<file path="src/logic/ads_map.svh">
// Register offsets, write masks, reset values and timing counts
`ifndef ADS_MAP_SVH
`define ADS_MAP_SVH
`define ADS_CW           12
`define ADS_NREG         11
`define ADS_CTRL_OFS     8'h00
`define ADS_HTIM_OFS     8'h04
`define ADS_HSYN_OFS     8'h08
`define ADS_VTIM_OFS     8'h0C
`define ADS_VSYN_OFS     8'h10
`define ADS_VGAH_OFS     8'h14
`define ADS_VGAV_OFS     8'h18
`define ADS_VGAVD_OFS    8'h1C
`define ADS_DCMD_OFS     8'h20
`define ADS_DSTAT_OFS    8'h24
`define ADS_GPIO_OFS     8'h28
`define ADS_CTRL_RST     32'h0000_0030
`define ADS_HTIM_RST     32'h0320_0280
`define ADS_HSYN_RST     32'h02F0_0290
`define ADS_VTIM_RST     32'h020D_01E0
`define ADS_VSYN_RST     32'h01EC_01EA
`define ADS_VGAH_RST     32'h505E_5264
`define ADS_VGAV_RST     32'h1EC7_AA0D
`define ADS_VGAVD_RST    32'h0000_01E0
`define ADS_CTRL_MASK    32'h0000_01FF
`define ADS_TIM_MASK     32'h0FFF_0FFF
`define ADS_VGAV_MASK    32'h3FFF_FFFF
`define ADS_VGAVD_MASK   32'h0000_03FF
`define ADS_DCMD_MASK    32'h0000_FFFF
`define ADS_GPIO_MASK    32'h0000_0007
`define ADS_RESP_OK      2'h0
`define ADS_RESP_ERR     2'h2
`define ADS_CLK_KHZ      200000
`define ADS_DDC_KHZ      100
`define ADS_DDC_QTR_CYC  ((`ADS_CLK_KHZ + `ADS_DDC_KHZ * 4 - 1) / (`ADS_DDC_KHZ * 4))
`endif

</file>
<file path="src/logic/ads_pkg.sv">
// Types shared by the analog display sync block
`include "ads_map.svh"
package ads_pkg;
   typedef logic [`ADS_CW-1:0] ads_cnt_t;
   typedef struct packed {
      logic ddc1_en;
      logic run;
      logic vga_mode;
      logic vs_idle;
      logic hs_idle;
      logic vs_pol;
      logic hs_pol;
      logic vs_en;
      logic hs_en;
   } ads_ctrl_t;
   typedef struct packed {
      logic [7:0] r;
      logic [7:0] g;
      logic [7:0] b;
   } ads_pixel_t;
   typedef struct packed {
      ads_cnt_t h_act;
      ads_cnt_t h_tot;
      ads_cnt_t hs_s;
      ads_cnt_t hs_e;
      ads_cnt_t v_act;
      ads_cnt_t v_tot;
      ads_cnt_t vs_s;
      ads_cnt_t vs_e;
   } ads_tim_t;
   typedef enum logic [3:0] {
      ADS_ST_IDLE  = 4'b0001,
      ADS_ST_START = 4'b0010,
      ADS_ST_XFER  = 4'b0100,
      ADS_ST_STOP  = 4'b1000
   } ads_state_t;
endpackage

</file>
<file path="src/logic/ads_top.sv">
// Analog display sync, pixel output and monitor channel controller
//
// Our own choices: the AXI4-Lite interface to the registers and the register addresses.
`timescale 1ns/1ps
`include "ads_map.svh"

// Pixel FIFO between the surface fetch and the converter output
module ads_fifo
#(
   parameter int W = 24,
   parameter int D = 8
)
(
   input  wire logic         core_clk,
   input  wire logic         rst,
   input  wire logic         in_valid,
   input  wire logic [W-1:0] in_data,
   output logic              in_ready,
   output logic              out_valid,
   output logic [W-1:0]      out_data,
   input  wire logic         out_ready
);
   localparam int AW = $clog2(D);
   if (D < 2 || (D & (D - 1)) != 0) $error("ads_fifo depth must be a power of two");
   logic [W-1:0]  mem_ff [D];
   logic [AW-1:0] wp_ff, nxt_wp, rp_ff, nxt_rp;
   logic [AW:0]   cnt_ff, nxt_cnt;
   logic          rdy_ff, nxt_rdy, push, pop;
   always_comb
   begin
      push = in_valid && rdy_ff;
      pop = out_ready && (cnt_ff != '0);
      nxt_wp = push ? wp_ff + 1'b1 : wp_ff;
      nxt_rp = pop ? rp_ff + 1'b1 : rp_ff;
      nxt_cnt = cnt_ff + {{AW{1'b0}}, push} - {{AW{1'b0}}, pop};
      // Registered ready keeps the top output on a flop
      nxt_rdy = nxt_cnt != (AW + 1)'(D);
   end
   always_ff @(posedge core_clk)
   begin
      if (rst)
      begin
         wp_ff <= '0;
         rp_ff <= '0;
         cnt_ff <= '0;
         rdy_ff <= 1'b0;
      end
      else
      begin
         wp_ff <= nxt_wp;
         rp_ff <= nxt_rp;
         cnt_ff <= nxt_cnt;
         rdy_ff <= nxt_rdy;
      end
      if (push)
         mem_ff[wp_ff] <= in_data;
   end
   assign in_ready = rdy_ff;
   assign out_valid = cnt_ff != '0;
   assign out_data = mem_ff[rp_ff];
endmodule

// Operation
// - Software picks the active polarity of line sync and frame sync separately.
// - Each sync output can be disabled on its own and then holds a software-chosen high or low level.
// - After reset both syncs are disabled and held high until software enables them.
// - Only separate line and frame sync exist, with no composite, panel, stereo or sync-on-green.
// - In legacy mode timing comes from the legacy controller values and the native timing registers are ignored.
// - The monitor channel supports both the vsync-clocked one-way variant and the two-wire bus variant.
// - A hardware serial controller drives the monitor channel clock and data at up to 100 kHz.
// - Monitor channel clock and data sit on general-purpose pins that software can also drive directly.
// - Each pixel leaves as three 8-bit codes, red, green and blue, one per converter channel.
// - The pixel path sustains one pixel per clock, enough for 2048 x 1536 at 60 Hz at 350 MHz.
// - Fetched surface data is streamed in and turned into the output pixel stream.
module ads_top
   import ads_pkg::*;
#(
   parameter int ADDR_W    = 8,
   parameter int FIFO_D    = 8,
   parameter int DDC_QTR   = `ADS_DDC_QTR_CYC
)
(
   input  wire logic              core_clk,
   input  wire logic              rst,
   input  wire logic [ADDR_W-1:0] s_axi_awaddr,
   input  wire logic              s_axi_awvalid,
   output logic                   s_axi_awready,
   input  wire logic [31:0]       s_axi_wdata,
   input  wire logic [3:0]        s_axi_wstrb,
   input  wire logic              s_axi_wvalid,
   output logic                   s_axi_wready,
   output logic [1:0]             s_axi_bresp,
   output logic                   s_axi_bvalid,
   input  wire logic              s_axi_bready,
   input  wire logic [ADDR_W-1:0] s_axi_araddr,
   input  wire logic              s_axi_arvalid,
   output logic                   s_axi_arready,
   output logic [31:0]            s_axi_rdata,
   output logic [1:0]             s_axi_rresp,
   output logic                   s_axi_rvalid,
   input  wire logic              s_axi_rready,
   input  wire logic              pix_in_valid,
   input  wire ads_pixel_t        pix_in_data,
   output logic                   pix_in_ready,
   output ads_pixel_t             pix_out,
   output logic                   hsync,
   output logic                   vsync,
   input  wire logic              monitor_channel_clock_i,
   output logic                   monitor_channel_clock_o,
   output logic                   monitor_channel_clock_oe,
   input  wire logic              monitor_channel_data_i,
   output logic                   monitor_channel_data_o,
   output logic                   monitor_channel_data_oe
);
   if (ADDR_W < 6) $error("ads_top needs at least 6 address bits");
   if (DDC_QTR < 2 || DDC_QTR > 65535) $error("ads_top serial divider out of range");

   function automatic logic [31:0] rst_val(input logic [3:0] i);
      case (i)
         4'd0: rst_val = `ADS_CTRL_RST;
         4'd1: rst_val = `ADS_HTIM_RST;
         4'd2: rst_val = `ADS_HSYN_RST;
         4'd3: rst_val = `ADS_VTIM_RST;
         4'd4: rst_val = `ADS_VSYN_RST;
         4'd5: rst_val = `ADS_VGAH_RST;
         4'd6: rst_val = `ADS_VGAV_RST;
         4'd7: rst_val = `ADS_VGAVD_RST;
         default: rst_val = 32'h0000_0000;
      endcase
   endfunction
   function automatic logic [31:0] wmask(input logic [3:0] i);
      case (i)
         4'd0: wmask = `ADS_CTRL_MASK;
         4'd1, 4'd2, 4'd3, 4'd4: wmask = `ADS_TIM_MASK;
         4'd5: wmask = 32'hFFFF_FFFF;
         4'd6: wmask = `ADS_VGAV_MASK;
         4'd7: wmask = `ADS_VGAVD_MASK;
         4'd8: wmask = `ADS_DCMD_MASK;
         4'd10: wmask = `ADS_GPIO_MASK;
         default: wmask = 32'h0000_0000;
      endcase
   endfunction
   function automatic ads_cnt_t lo(input logic [31:0] r);
      lo = r[`ADS_CW-1:0];
   endfunction
   function automatic ads_cnt_t hi(input logic [31:0] r);
      hi = r[`ADS_CW+15:16];
   endfunction
   function automatic ads_cnt_t chr(input logic [7:0] c);
      chr = `ADS_CW'({c, 3'b000});
   endfunction

   // Bus slave state
   logic [31:0]       rf_ff [`ADS_NREG], nxt_rf [`ADS_NREG];
   logic              aw_got_ff, nxt_aw_got, w_got_ff, nxt_w_got;
   logic [ADDR_W-1:0] awa_ff, nxt_awa;
   logic [31:0]       wd_ff, nxt_wd;
   logic [3:0]        ws_ff, nxt_ws;
   logic              bv_ff, nxt_bv, rv_ff, nxt_rv, go_ff, nxt_go, srd_ff, nxt_srd;
   logic [1:0]        br_ff, nxt_br, rr_ff, nxt_rr;
   logic [31:0]       rd_ff, nxt_rd, stat, wm;
   logic [3:0]        widx, ridx;
   // Engine state
   ads_cnt_t   h_ff, nxt_h, v_ff, nxt_v;
   logic       hs_ff, nxt_hs, vs_ff, nxt_vs, vsr_ff, nxt_vsr;
   ads_pixel_t px_ff, nxt_px;
   ads_state_t st_ff, nxt_st;
   logic [15:0] q_ff, nxt_q;
   logic [17:0] gap_ff, nxt_gap;
   logic [1:0]  ph_ff, nxt_ph;
   logic [3:0]  bit_ff, nxt_bit;
   logic        byt_ff, nxt_byt, nak_ff, nxt_nak, sclo_ff, nxt_sclo, sdao_ff, nxt_sdao;
   logic [7:0]  sh_ff, nxt_sh, rx_ff, nxt_rx, d1_ff, nxt_d1;
   logic [2:0]  d1n_ff, nxt_d1n;
   logic        d1v_ff, nxt_d1v;
   ads_ctrl_t  ctrl;
   ads_tim_t   eff;
   logic       hs_raw, vs_raw, active, tick, f_valid;
   ads_pixel_t f_data;

   assign ctrl = ads_ctrl_t'(rf_ff[0][8:0]);
   assign widx = 4'(awa_ff[ADDR_W-1:2]);
   assign ridx = 4'(s_axi_araddr[ADDR_W-1:2]);
   assign wm = wmask(widx);
   assign stat = {13'h0000, d1v_ff, d1_ff, rx_ff, nak_ff, !st_ff[0]};

   always_comb
   begin
      nxt_rf = rf_ff;
      nxt_aw_got = aw_got_ff || (s_axi_awvalid && !aw_got_ff && !bv_ff);
      nxt_awa = (s_axi_awvalid && !aw_got_ff && !bv_ff) ? s_axi_awaddr : awa_ff;
      nxt_w_got = w_got_ff || (s_axi_wvalid && !w_got_ff && !bv_ff);
      nxt_wd = (s_axi_wvalid && !w_got_ff && !bv_ff) ? s_axi_wdata : wd_ff;
      nxt_ws = (s_axi_wvalid && !w_got_ff && !bv_ff) ? s_axi_wstrb : ws_ff;
      nxt_bv = bv_ff && !s_axi_bready;
      nxt_br = br_ff;
      nxt_go = 1'b0;
      nxt_srd = 1'b0;
      if (aw_got_ff && w_got_ff && !bv_ff)
      begin
         nxt_aw_got = 1'b0;
         nxt_w_got = 1'b0;
         nxt_bv = 1'b1;
         // Upper address bits checked too, so high offsets cannot alias onto low registers
         nxt_br = (widx < 4'(`ADS_NREG) && (awa_ff >> 6) == '0 && awa_ff[1:0] == 2'b00) ?
                  `ADS_RESP_OK : `ADS_RESP_ERR;
         if (nxt_br == `ADS_RESP_OK)
         begin
            for (int b = 0; b < 4; b++)
               if (ws_ff[b])
                  nxt_rf[widx][8*b+:8] = wd_ff[8*b+:8] & wm[8*b+:8];
            // A command written while busy is stored but not launched
            nxt_go = widx == 4'(`ADS_DCMD_OFS >> 2) && st_ff[0];
         end
      end
      nxt_rv = rv_ff && !s_axi_rready;
      nxt_rd = rd_ff;
      nxt_rr = rr_ff;
      if (s_axi_arvalid && !rv_ff)
      begin
         nxt_rv = 1'b1;
         nxt_rr = (ridx < 4'(`ADS_NREG) && (s_axi_araddr >> 6) == '0 && s_axi_araddr[1:0] == 2'b00) ?
                  `ADS_RESP_OK : `ADS_RESP_ERR;
         nxt_rd = 32'h0000_0000;
         if (nxt_rr == `ADS_RESP_OK && ridx == 4'(`ADS_DSTAT_OFS >> 2))
         begin
            nxt_rd = stat;
            nxt_srd = 1'b1;
         end
         else if (nxt_rr == `ADS_RESP_OK && ridx == 4'(`ADS_GPIO_OFS >> 2))
            nxt_rd = {27'h0, monitor_channel_data_i, monitor_channel_clock_i, rf_ff[10][2:0]};
         else if (nxt_rr == `ADS_RESP_OK)
            nxt_rd = rf_ff[ridx];
      end
   end
   always_ff @(posedge core_clk)
   begin
      if (rst)
      begin
         for (int i = 0; i < `ADS_NREG; i++)
            rf_ff[i] <= rst_val(4'(i));
         aw_got_ff <= 1'b0;
         w_got_ff <= 1'b0;
         awa_ff <= '0;
         wd_ff <= '0;
         ws_ff <= '0;
         bv_ff <= 1'b0;
         br_ff <= `ADS_RESP_OK;
         rv_ff <= 1'b0;
         rr_ff <= `ADS_RESP_OK;
         rd_ff <= '0;
         go_ff <= 1'b0;
         srd_ff <= 1'b0;
      end
      else
      begin
         rf_ff <= nxt_rf;
         aw_got_ff <= nxt_aw_got;
         w_got_ff <= nxt_w_got;
         awa_ff <= nxt_awa;
         wd_ff <= nxt_wd;
         ws_ff <= nxt_ws;
         bv_ff <= nxt_bv;
         br_ff <= nxt_br;
         rv_ff <= nxt_rv;
         rr_ff <= nxt_rr;
         rd_ff <= nxt_rd;
         go_ff <= nxt_go;
         srd_ff <= nxt_srd;
      end
   end
   assign s_axi_awready = !aw_got_ff && !bv_ff;
   assign s_axi_wready = !w_got_ff && !bv_ff;
   assign s_axi_bvalid = bv_ff;
   assign s_axi_bresp = br_ff;
   assign s_axi_arready = !rv_ff;
   assign s_axi_rvalid = rv_ff;
   assign s_axi_rresp = rr_ff;
   assign s_axi_rdata = rd_ff;

   ads_fifo
   #(
      .W (24),
      .D (FIFO_D)
   )
   u_fifo
   (
      .core_clk  (core_clk),
      .rst       (rst),
      .in_valid  (pix_in_valid),
      .in_data   (pix_in_data),
      .in_ready  (pix_in_ready),
      .out_valid (f_valid),
      .out_data  (f_data),
      .out_ready (active)
   );

   always_comb
   begin
      if (ctrl.vga_mode)
         eff = '{chr(rf_ff[5][31:24]), chr(rf_ff[5][7:0]), chr(rf_ff[5][15:8]), chr(rf_ff[5][23:16]),
                 lo(rf_ff[7]), `ADS_CW'(rf_ff[6][9:0]), `ADS_CW'(rf_ff[6][19:10]),
                 `ADS_CW'(rf_ff[6][29:20])};
      else
         eff = '{lo(rf_ff[1]), hi(rf_ff[1]), lo(rf_ff[2]), hi(rf_ff[2]),
                 lo(rf_ff[3]), hi(rf_ff[3]), lo(rf_ff[4]), hi(rf_ff[4])};
      hs_raw = ctrl.run && h_ff >= eff.hs_s && h_ff < eff.hs_e;
      vs_raw = ctrl.run && v_ff >= eff.vs_s && v_ff < eff.vs_e;
      active = ctrl.run && h_ff < eff.h_act && v_ff < eff.v_act;
      nxt_h = h_ff;
      nxt_v = v_ff;
      if (!ctrl.run)
      begin
         nxt_h = '0;
         nxt_v = '0;
      end
      else if (h_ff + 1'b1 >= eff.h_tot)
      begin
         nxt_h = '0;
         nxt_v = (v_ff + 1'b1 >= eff.v_tot) ? '0 : v_ff + 1'b1;
      end
      else
         nxt_h = h_ff + 1'b1;
      // Separate line and frame sync only, polarity after the compare
      nxt_hs = ctrl.hs_en ? (hs_raw ~^ ctrl.hs_pol) : ctrl.hs_idle;
      nxt_vs = ctrl.vs_en ? (vs_raw ~^ ctrl.vs_pol) : ctrl.vs_idle;
      // One pixel per clock; underrun and blanking show black
      nxt_px = (active && f_valid) ? f_data : '0;
      nxt_vsr = vs_raw;
      nxt_d1 = d1_ff;
      nxt_d1n = d1n_ff;
      nxt_d1v = d1v_ff && !srd_ff;
      if (ctrl.ddc1_en && vs_raw && !vsr_ff)
      begin
         nxt_d1 = {d1_ff[6:0], monitor_channel_data_i};
         nxt_d1n = d1n_ff + 1'b1;
         if (d1n_ff == 3'd7)
            nxt_d1v = 1'b1;
      end
      tick = q_ff == 16'(DDC_QTR - 1);
      nxt_q = (st_ff[0] || tick) ? 16'h0000 : q_ff + 1'b1;
      nxt_st = st_ff;
      nxt_ph = ph_ff;
      nxt_bit = bit_ff;
      nxt_byt = byt_ff;
      nxt_nak = nak_ff;
      nxt_sh = sh_ff;
      nxt_rx = rx_ff;
      nxt_sclo = sclo_ff;
      nxt_sdao = sdao_ff;
      case (st_ff)
         ADS_ST_IDLE:
         begin
            nxt_sclo = rf_ff[10][0] && rf_ff[10][1];
            nxt_sdao = rf_ff[10][0] && rf_ff[10][2];
            if (go_ff)
            begin
               nxt_st = ADS_ST_START;
               nxt_ph = 2'd0;
               nxt_nak = 1'b0;
               nxt_sh = {rf_ff[8][6:0], rf_ff[8][7]}; // Address first, direction bit last
               nxt_sclo = 1'b0;
               nxt_sdao = 1'b0;
            end
         end
         ADS_ST_START:
            if (tick)
            begin
               nxt_ph = ph_ff + 1'b1;
               nxt_sdao = 1'b1;
               nxt_sclo = ph_ff == 2'd1;
               if (ph_ff == 2'd1)
               begin
                  nxt_st = ADS_ST_XFER;
                  nxt_ph = 2'd0;
                  nxt_bit = 4'd0;
                  nxt_byt = 1'b0;
               end
            end
         ADS_ST_XFER:
            if (tick)
            begin
               nxt_ph = ph_ff + 1'b1;
               if (ph_ff == 2'd0)
                  nxt_sdao = bit_ff != 4'd8 && !(byt_ff && rf_ff[8][7]) && !sh_ff[7];
               nxt_sclo = ph_ff == 2'd3 || ph_ff == 2'd0 && sclo_ff;
               if (ph_ff == 2'd2 && bit_ff != 4'd8)
                  nxt_sh = {sh_ff[6:0], monitor_channel_data_i};
               if (ph_ff == 2'd2 && bit_ff == 4'd8 && monitor_channel_data_i && !(byt_ff && rf_ff[8][7]))
                  nxt_nak = 1'b1;
               if (ph_ff == 2'd3)
               begin
                  nxt_bit = bit_ff + 1'b1;
                  if (bit_ff == 4'd7 && byt_ff)
                     nxt_rx = sh_ff;
                  if (bit_ff == 4'd8)
                  begin
                     nxt_bit = 4'd0;
                     nxt_byt = 1'b1;
                     nxt_sh = rf_ff[8][15:8];
                     // Data pulled low only once the clock is already low
                     if (byt_ff || nak_ff)
                        nxt_st = ADS_ST_STOP;
                  end
               end
            end
         ADS_ST_STOP:
            if (tick)
            begin
               nxt_ph = ph_ff + 1'b1;
               // Clock kept low a full half bit, so the last low phase is not short
               nxt_sclo = ph_ff == 2'd0;
               nxt_sdao = ph_ff != 2'd2;
               if (ph_ff == 2'd2)
                  nxt_st = ADS_ST_IDLE;
            end
         default:
            nxt_st = ADS_ST_IDLE;
      endcase
      nxt_gap = (nxt_sclo != sclo_ff) ? 18'h00000 : gap_ff + {17'h00000, gap_ff != 18'h3FFFF};
   end
   always_ff @(posedge core_clk)
   begin
      if (rst)
      begin
         gap_ff <= '0;
         h_ff <= '0;
         v_ff <= '0;
         hs_ff <= 1'b1;
         vs_ff <= 1'b1;
         vsr_ff <= 1'b0;
         px_ff <= '0;
         st_ff <= ADS_ST_IDLE;
         q_ff <= '0;
         ph_ff <= '0;
         bit_ff <= '0;
         byt_ff <= 1'b0;
         nak_ff <= 1'b0;
         sh_ff <= '0;
         rx_ff <= '0;
         sclo_ff <= 1'b0;
         sdao_ff <= 1'b0;
         d1_ff <= '0;
         d1n_ff <= '0;
         d1v_ff <= 1'b0;
      end
      else
      begin
         gap_ff <= nxt_gap;
         h_ff <= nxt_h;
         v_ff <= nxt_v;
         hs_ff <= nxt_hs;
         vs_ff <= nxt_vs;
         vsr_ff <= nxt_vsr;
         px_ff <= nxt_px;
         st_ff <= nxt_st;
         q_ff <= nxt_q;
         ph_ff <= nxt_ph;
         bit_ff <= nxt_bit;
         byt_ff <= nxt_byt;
         nak_ff <= nxt_nak;
         sh_ff <= nxt_sh;
         rx_ff <= nxt_rx;
         sclo_ff <= nxt_sclo;
         sdao_ff <= nxt_sdao;
         d1_ff <= nxt_d1;
         d1n_ff <= nxt_d1n;
         d1v_ff <= nxt_d1v;
      end
   end
   assign hsync = hs_ff;
   assign vsync = vs_ff;
   assign pix_out = px_ff;
   // Open drain: the pins are only ever pulled low
   assign monitor_channel_clock_o = 1'b0;
   assign monitor_channel_data_o = 1'b0;
   assign monitor_channel_clock_oe = sclo_ff;
   assign monitor_channel_data_oe = sdao_ff;
endmodule

</file>
<file path="config.mk">
export PLATFORM = sky130hd
export DESIGN_NAME = ads_top
export DESIGN_NICKNAME = d
export VERILOG_FILES = /design/src/logic/ads_pkg.sv /design/src/logic/ads_top.sv
export VERILOG_INCLUDE_DIRS = /design/src /design/src/logic
export SDC_FILE = /design/constraint.sdc
export NUM_CORES = 2
export LEC_CHECK = 0
export ABC_CLOCK_PERIOD_IN_PS = 7400
export BUFFER_PORTS_ARGS = -buffer_cell sky130_fd_sc_hd__buf_2
export CAP_MARGIN = 20
export CORE_MARGIN = 8
export CORE_UTILIZATION = 45
export CTS_CLUSTER_SIZE = 25
export DETAILED_ROUTE_END_ITERATION = 8
export PLACE_DENSITY = 0.61
export REMOVE_ABC_BUFFERS = 1
export SYNTH_ARGS = -nofsm -noshare
export SYNTH_HDL_FRONTEND = slang
export SYNTH_HIERARCHICAL = 1
export SYNTH_SLANG_ARGS = --single-unit
</file>
<file path="constraint.sdc">
create_clock -name core_clk -period 7.4 [get_ports core_clk]
set_input_delay 0 -clock core_clk [delete_from_list [all_inputs] [get_ports core_clk]]
set_output_delay 0 -clock core_clk [all_outputs]
set_load 0.005 [all_outputs]
</file>
==> PnR_summary.wiki <==
{| class="wikitable"
! Metric !! Value
|-
| Outcome || finished, final reports clean
|-
| Pin slew with the least headroom to its limit || 1.08 ns
|-
| Classification of the worst setup path || flip-flop to flip-flop
|-
| Clock tree from TritonCTS || done
|-
| Worst slew margin relative to its limit || 27.7%
|-
| Most common cell after layout, fill and taps aside || sky130_fd_sc_hd__dfxtp_1
|-
| Layout Area Growth over Synthesis || 14.7%
|-
| Buffering stage count on the worst path with inverters included || 2
|-
| GRT Residual Overflow || 0
|-
| Leakage dissipation || 15.1 nW
|-
| Average wire per standard cell || 22.3 microns
|-
| Kind of end point of the critical path || flip-flop
|-
| Parity-gate share of the synthesized area counting xor and xnor cells || 0.962%
|-
| Combinational group share of total power || 8.2%
|-
| Adder and majority cell fraction of the synthesized area || 4.07%
|-
| Post-Synthesis Cell Area || 34,600 sq um
|-
| Reg2reg start || ctrl[6]
|-
| GR Util All Layers || 23.2%
|-
| Power density over the cells || 235 nW/um^2
|-
| Switching portion of total power || 25.0%
|-
| Post-synthesis sequential area ratio || 49.1%
|-
| Hold Fails Final Rpt || 0
|-
| Longest individual stage delay on the worst path || 1.04 ns
|-
| Number of endpoints failing setup at the final stage || 0
|-
| Highest net fanout along the worst path || 70
|-
| Worst hold slack || 0.00761 ns
|-
| Die Outline Area || 86,000 sq um
|-
| Top flip-flop cell by instance count after synthesis || sky130_fd_sc_hd__dfxtp_1
|-
| Clk sink count || 752
|-
| Pin count of the biggest net entering global routing || 78
|-
| Starting utilization of the core area || 45.5%
|-
| Clock root cell || sky130_fd_sc_hd__clkbuf_16
|-
| Net switching power figure || 2.33 mW
|-
| Synthesis Warnings || 6
|-
| Clock latency on the worst-skew pair || 0.66 ns
|-
| Max Cap Viol || 0
|-
| Cell-internal power || 6.99 mW
|-
| Arrival time of the worst setup path || 5.30 ns
|-
| DRC violation count after routing || 0
|-
| Layout filler cell count || 6,794
|-
| Number of gates on the worst path with buffers counted || 15
|-
| Area of combinational cells with multiple inputs || 16,400 sq um
|-
| Routed Antenna Nets || 0
|-
| Total of flip-flops plus latches after synthesis || 752
|-
| Fraction of registers with async set/reset || 0%
|-
| Top layer in use || met4
|-
| Post-synthesis cell count || 3,341
|-
| Gp weighted congestion || 0.892
|-
| Family with the most delay on the worst path || flip-flops
|-
| Final clock period utilization by the worst path || 64.7%
|-
| Largest vdd supply drop || 0.203 mV
|-
| Most used cells in the layout excluding fill and tap cells || sky130_fd_sc_hd__dfxtp_1, sky130_fd_sc_hd__nand2_1, sky130_fd_sc_hd__mux2i_1
|-
| Length of routed wiring on met1 || 44,600 microns
|-
| Core Area || 76,100 sq um
|-
| Worst endpoint required time || 7.91 ns
|-
| Setup slack on the worst flop-to-flop path || 2.61 ns
|-
| Worst clock skew on the final layout || 0.0396 ns
|-
| TritonCTS Buffers || 84
|-
| Worst hold-check path type || primary input to flip-flop
|-
| Simple-Gate Fraction of Synth Area || 15.6%
|-
| Worst path most repeated cell || sky130_fd_sc_hd__ha_1
|-
| Routed vias/inst || 5.69
|-
| Post-synth EDFFs || 192
|-
| Critical R2R Capture || u_fifo/in_ready
|-
| Fraction of layout cells with a size suffix above 1 || 15.1%
|-
| Fin. max-slew vios || 0
|-
| Maximum clock insertion buffer count || 3
|-
| Achievable frequency || 209 MHz
|-
| Horizontal die dimension || 293 microns
|-
| H-tree Lvls || 3
|-
| Complex-gate fraction of the synthesized area || 9.38%
|-
| RSZ-0062 raised after global routing || no
|-
| Reg2Reg Depth || 15
|-
| Setup TNS || 0 ns
|-
| Start point of the critical path || ctrl[6]
|-
| TritonRoute pass-1 iters || 5
|-
| Number of distinct library cells after synthesis || 76
|-
| Net total in the final layout || 3,672
|-
| Via count of the first global-routing pass || 25,200
|-
| Cell at the slowest stage of the critical path || sky130_fd_sc_hd__dfxtp_4
|-
| # rows || 101
|-
| Number of buffers inserted by port buffering || 153
|-
| Post-CTS Resized || 0
|-
| Total Routed Length || 102,000 microns
|-
| Startpoint class of the critical path || flip-flop
|-
| Seq. cell area || 17,000 sq um
|-
| Share of power burned in the clock network || 44.9%
|-
| Proportion of power drawn by flip-flops and latches || 46.9%
|-
| Routed vias || 26,000
|-
| Antenna violations before repair || 2
|-
| Sum of net half-perimeters after detailed placement || 66,800 microns
|-
| Met3 routed WL || 6450 microns
|-
| Dominant combinational cell family by area after synthesis || multiplexers
|-
| Clock edge transition at the registers on the reported setup and hold paths || 0.06 ns
|-
| Count of cells along the worst hold path || 4
|-
| Minimum period implied by the final worst setup slack || 4.79 ns
|-
| Avg Synthesized Cell Area || 10.4 sq um
|-
| Ports || 158
|-
| Destination of the critical timing path || u_fifo/in_ready
|-
| Overall die height || 293 microns
|-
| Initial drt markers || 2,239
|-
| Total met2 wirelength after detailed routing || 48,100 microns
|-
| Cells along the critical path || mux2i_1 > ha_1 > and4_1 > a2111oi_0 > o2111ai_2 > buf_4 > nor2_1 > nand2_1 > xor2_1 > ha_1 > inv_1 > fa_1 > xnor2_1 > nor4b_1 > a211oi_1
|-
| Wire length of the first global-routing pass || 156,000 microns
|-
| Share of cell area taken by muxes after synthesis || 17.2%
|}
==> Yosys cell counts, drive strengths merged, types with 11 or more instances <==
cell | count | share of area [%]
nand3 | 187 | 2.7
nand4 | 19 | 0.34
and3 | 24 | 0.43
o22ai | 35 | 0.63
a22oi | 15 | 0.33
a31oi | 12 | 0.22
clkbuf | 162 | 1.8
xor2 | 20 | 0.51
xnor2 | 18 | 0.46
or3 | 11 | 0.20
a21o | 21 | 0.46
o211ai | 59 | 1.3
mux4 | 112 | 7.3
mux2 | 34 | 1.3
nand2b | 29 | 0.52
nand2 | 453 | 5.1
and2 | 45 | 0.81
nor3 | 49 | 0.71
dfxtp | 560 | 32
a211oi | 14 | 0.34
inv | 30 | 0.33
edfxtp | 192 | 17
mux2i | 297 | 8.6
ha | 111 | 4.0
buf | 85 | 1.6
o21ai | 61 | 0.88
a21oi | 265 | 3.8
nor2b | 18 | 0.33
nor2 | 301 | 3.4
==> state kept, by name (all words and copies together), names as in the netlist, 8 cells and up, named ones only <==
register / flops
d1_ff: 8
wm: 8
rx_ff: 8
rf_ff: 336
sh_ff: 8
s_axi_rdata: 32
u_fifo/mem_ff: 192
ctrl: 9
v_ff: 12
q_ff: 16
awa_ff: 8
wd_ff: 32
h_ff: 12
pix_out: 24
==> worst min-delay path, delay by kind of cell <==
| family | cells | cell delay (ns) |
|---|---|---|
| AOI/OAI and AO/OA | 1 | 0.05 |
| buffers and inverters | 1 | 0.11 |
| and+or+nand+nor | 2 | 0.44 |
==> cell families after synthesis <==
family / after synthesis
and+or+nand+nor: 1181
DFF: 752
AOI/OAI and AO/OA: 536
muxes: 443
buffers and inverters: 278
adders and majority gates: 112
xor gates and xnor gates: 38
other: 1
==> metal layers <==
metal | global-route usage (%) | vias to the layer above
li1 | - | 12300
met1 | 31.1 | 12700
met2 | 38.2 | 835
met3 | 3.66 | 155
met4 | 7.60 | 0
met5 | 0 | -
==> through the flow <==
stage,setup slack [ns],instance area (sq um),cells,util (%),power [mW]
after global placement,2.83,36000,4328,47.3,5.18
after detailed placement,2.63,36000,4328,47.3,5.18
after CTS,2.64,39700,4567,52.1,9.40
after global routing,2.25,39700,4569,52.2,9.65
final,2.61,39700,4569,52.2,9.32
after floorplan,0.796,33400,3097,-,4.84
==> final cells by class <==
type	count	share of cell area, %
Sequential cell	752	42.8
Clock inverter	28	1.12
Timing Repair Buffer	291	5.18
Antenna cell	1	0.00631
Inverter	31	0.296
Tap cell	1030	3.25
Multi-Input combinational cell	2314	41.4
Clock buffer	122	5.91
==> worst min-delay path by stage <==
stage,start,endpoint,slack [ns]
6_report,s_axi_wvalid,ws_ff[3],0.008
4_1_cts,s_axi_araddr[5],s_axi_rresp[1],0.05
3_5_place_dp,s_axi_rready,s_axi_rvalid,0.19
5_1_grt,s_axi_wvalid,ws_ff[3],0.02
2_1_floorplan,rst,u_fifo/cnt_ff[1],0.07
3_3_place_gp,s_axi_rready,s_axi_rvalid,0.19
==> repair_timing <==
action | in CTS | in global routing
hold buffers | 89 | 0
endpoints found under the hold margin | 286 | 0
setup buffers | 0 | 0
==> power groups by stage <==
| stage | logic, mW | registers (mW) | clock network [mW] |
|---|---|---|---|
| 4_1_cts | 0.761 | 4.37 | 4.26 |
| 2_1_floorplan | 0.403 | 4.44 | 0 |
| 6_report | 0.761 | 4.37 | 4.19 |
| 5_1_grt | 0.828 | 4.38 | 4.43 |
| 3_5_place_dp | 0.719 | 4.46 | 0 |
| 3_3_place_gp | 0.717 | 4.46 | 0 |
Power figures use the tool's default switching activity.
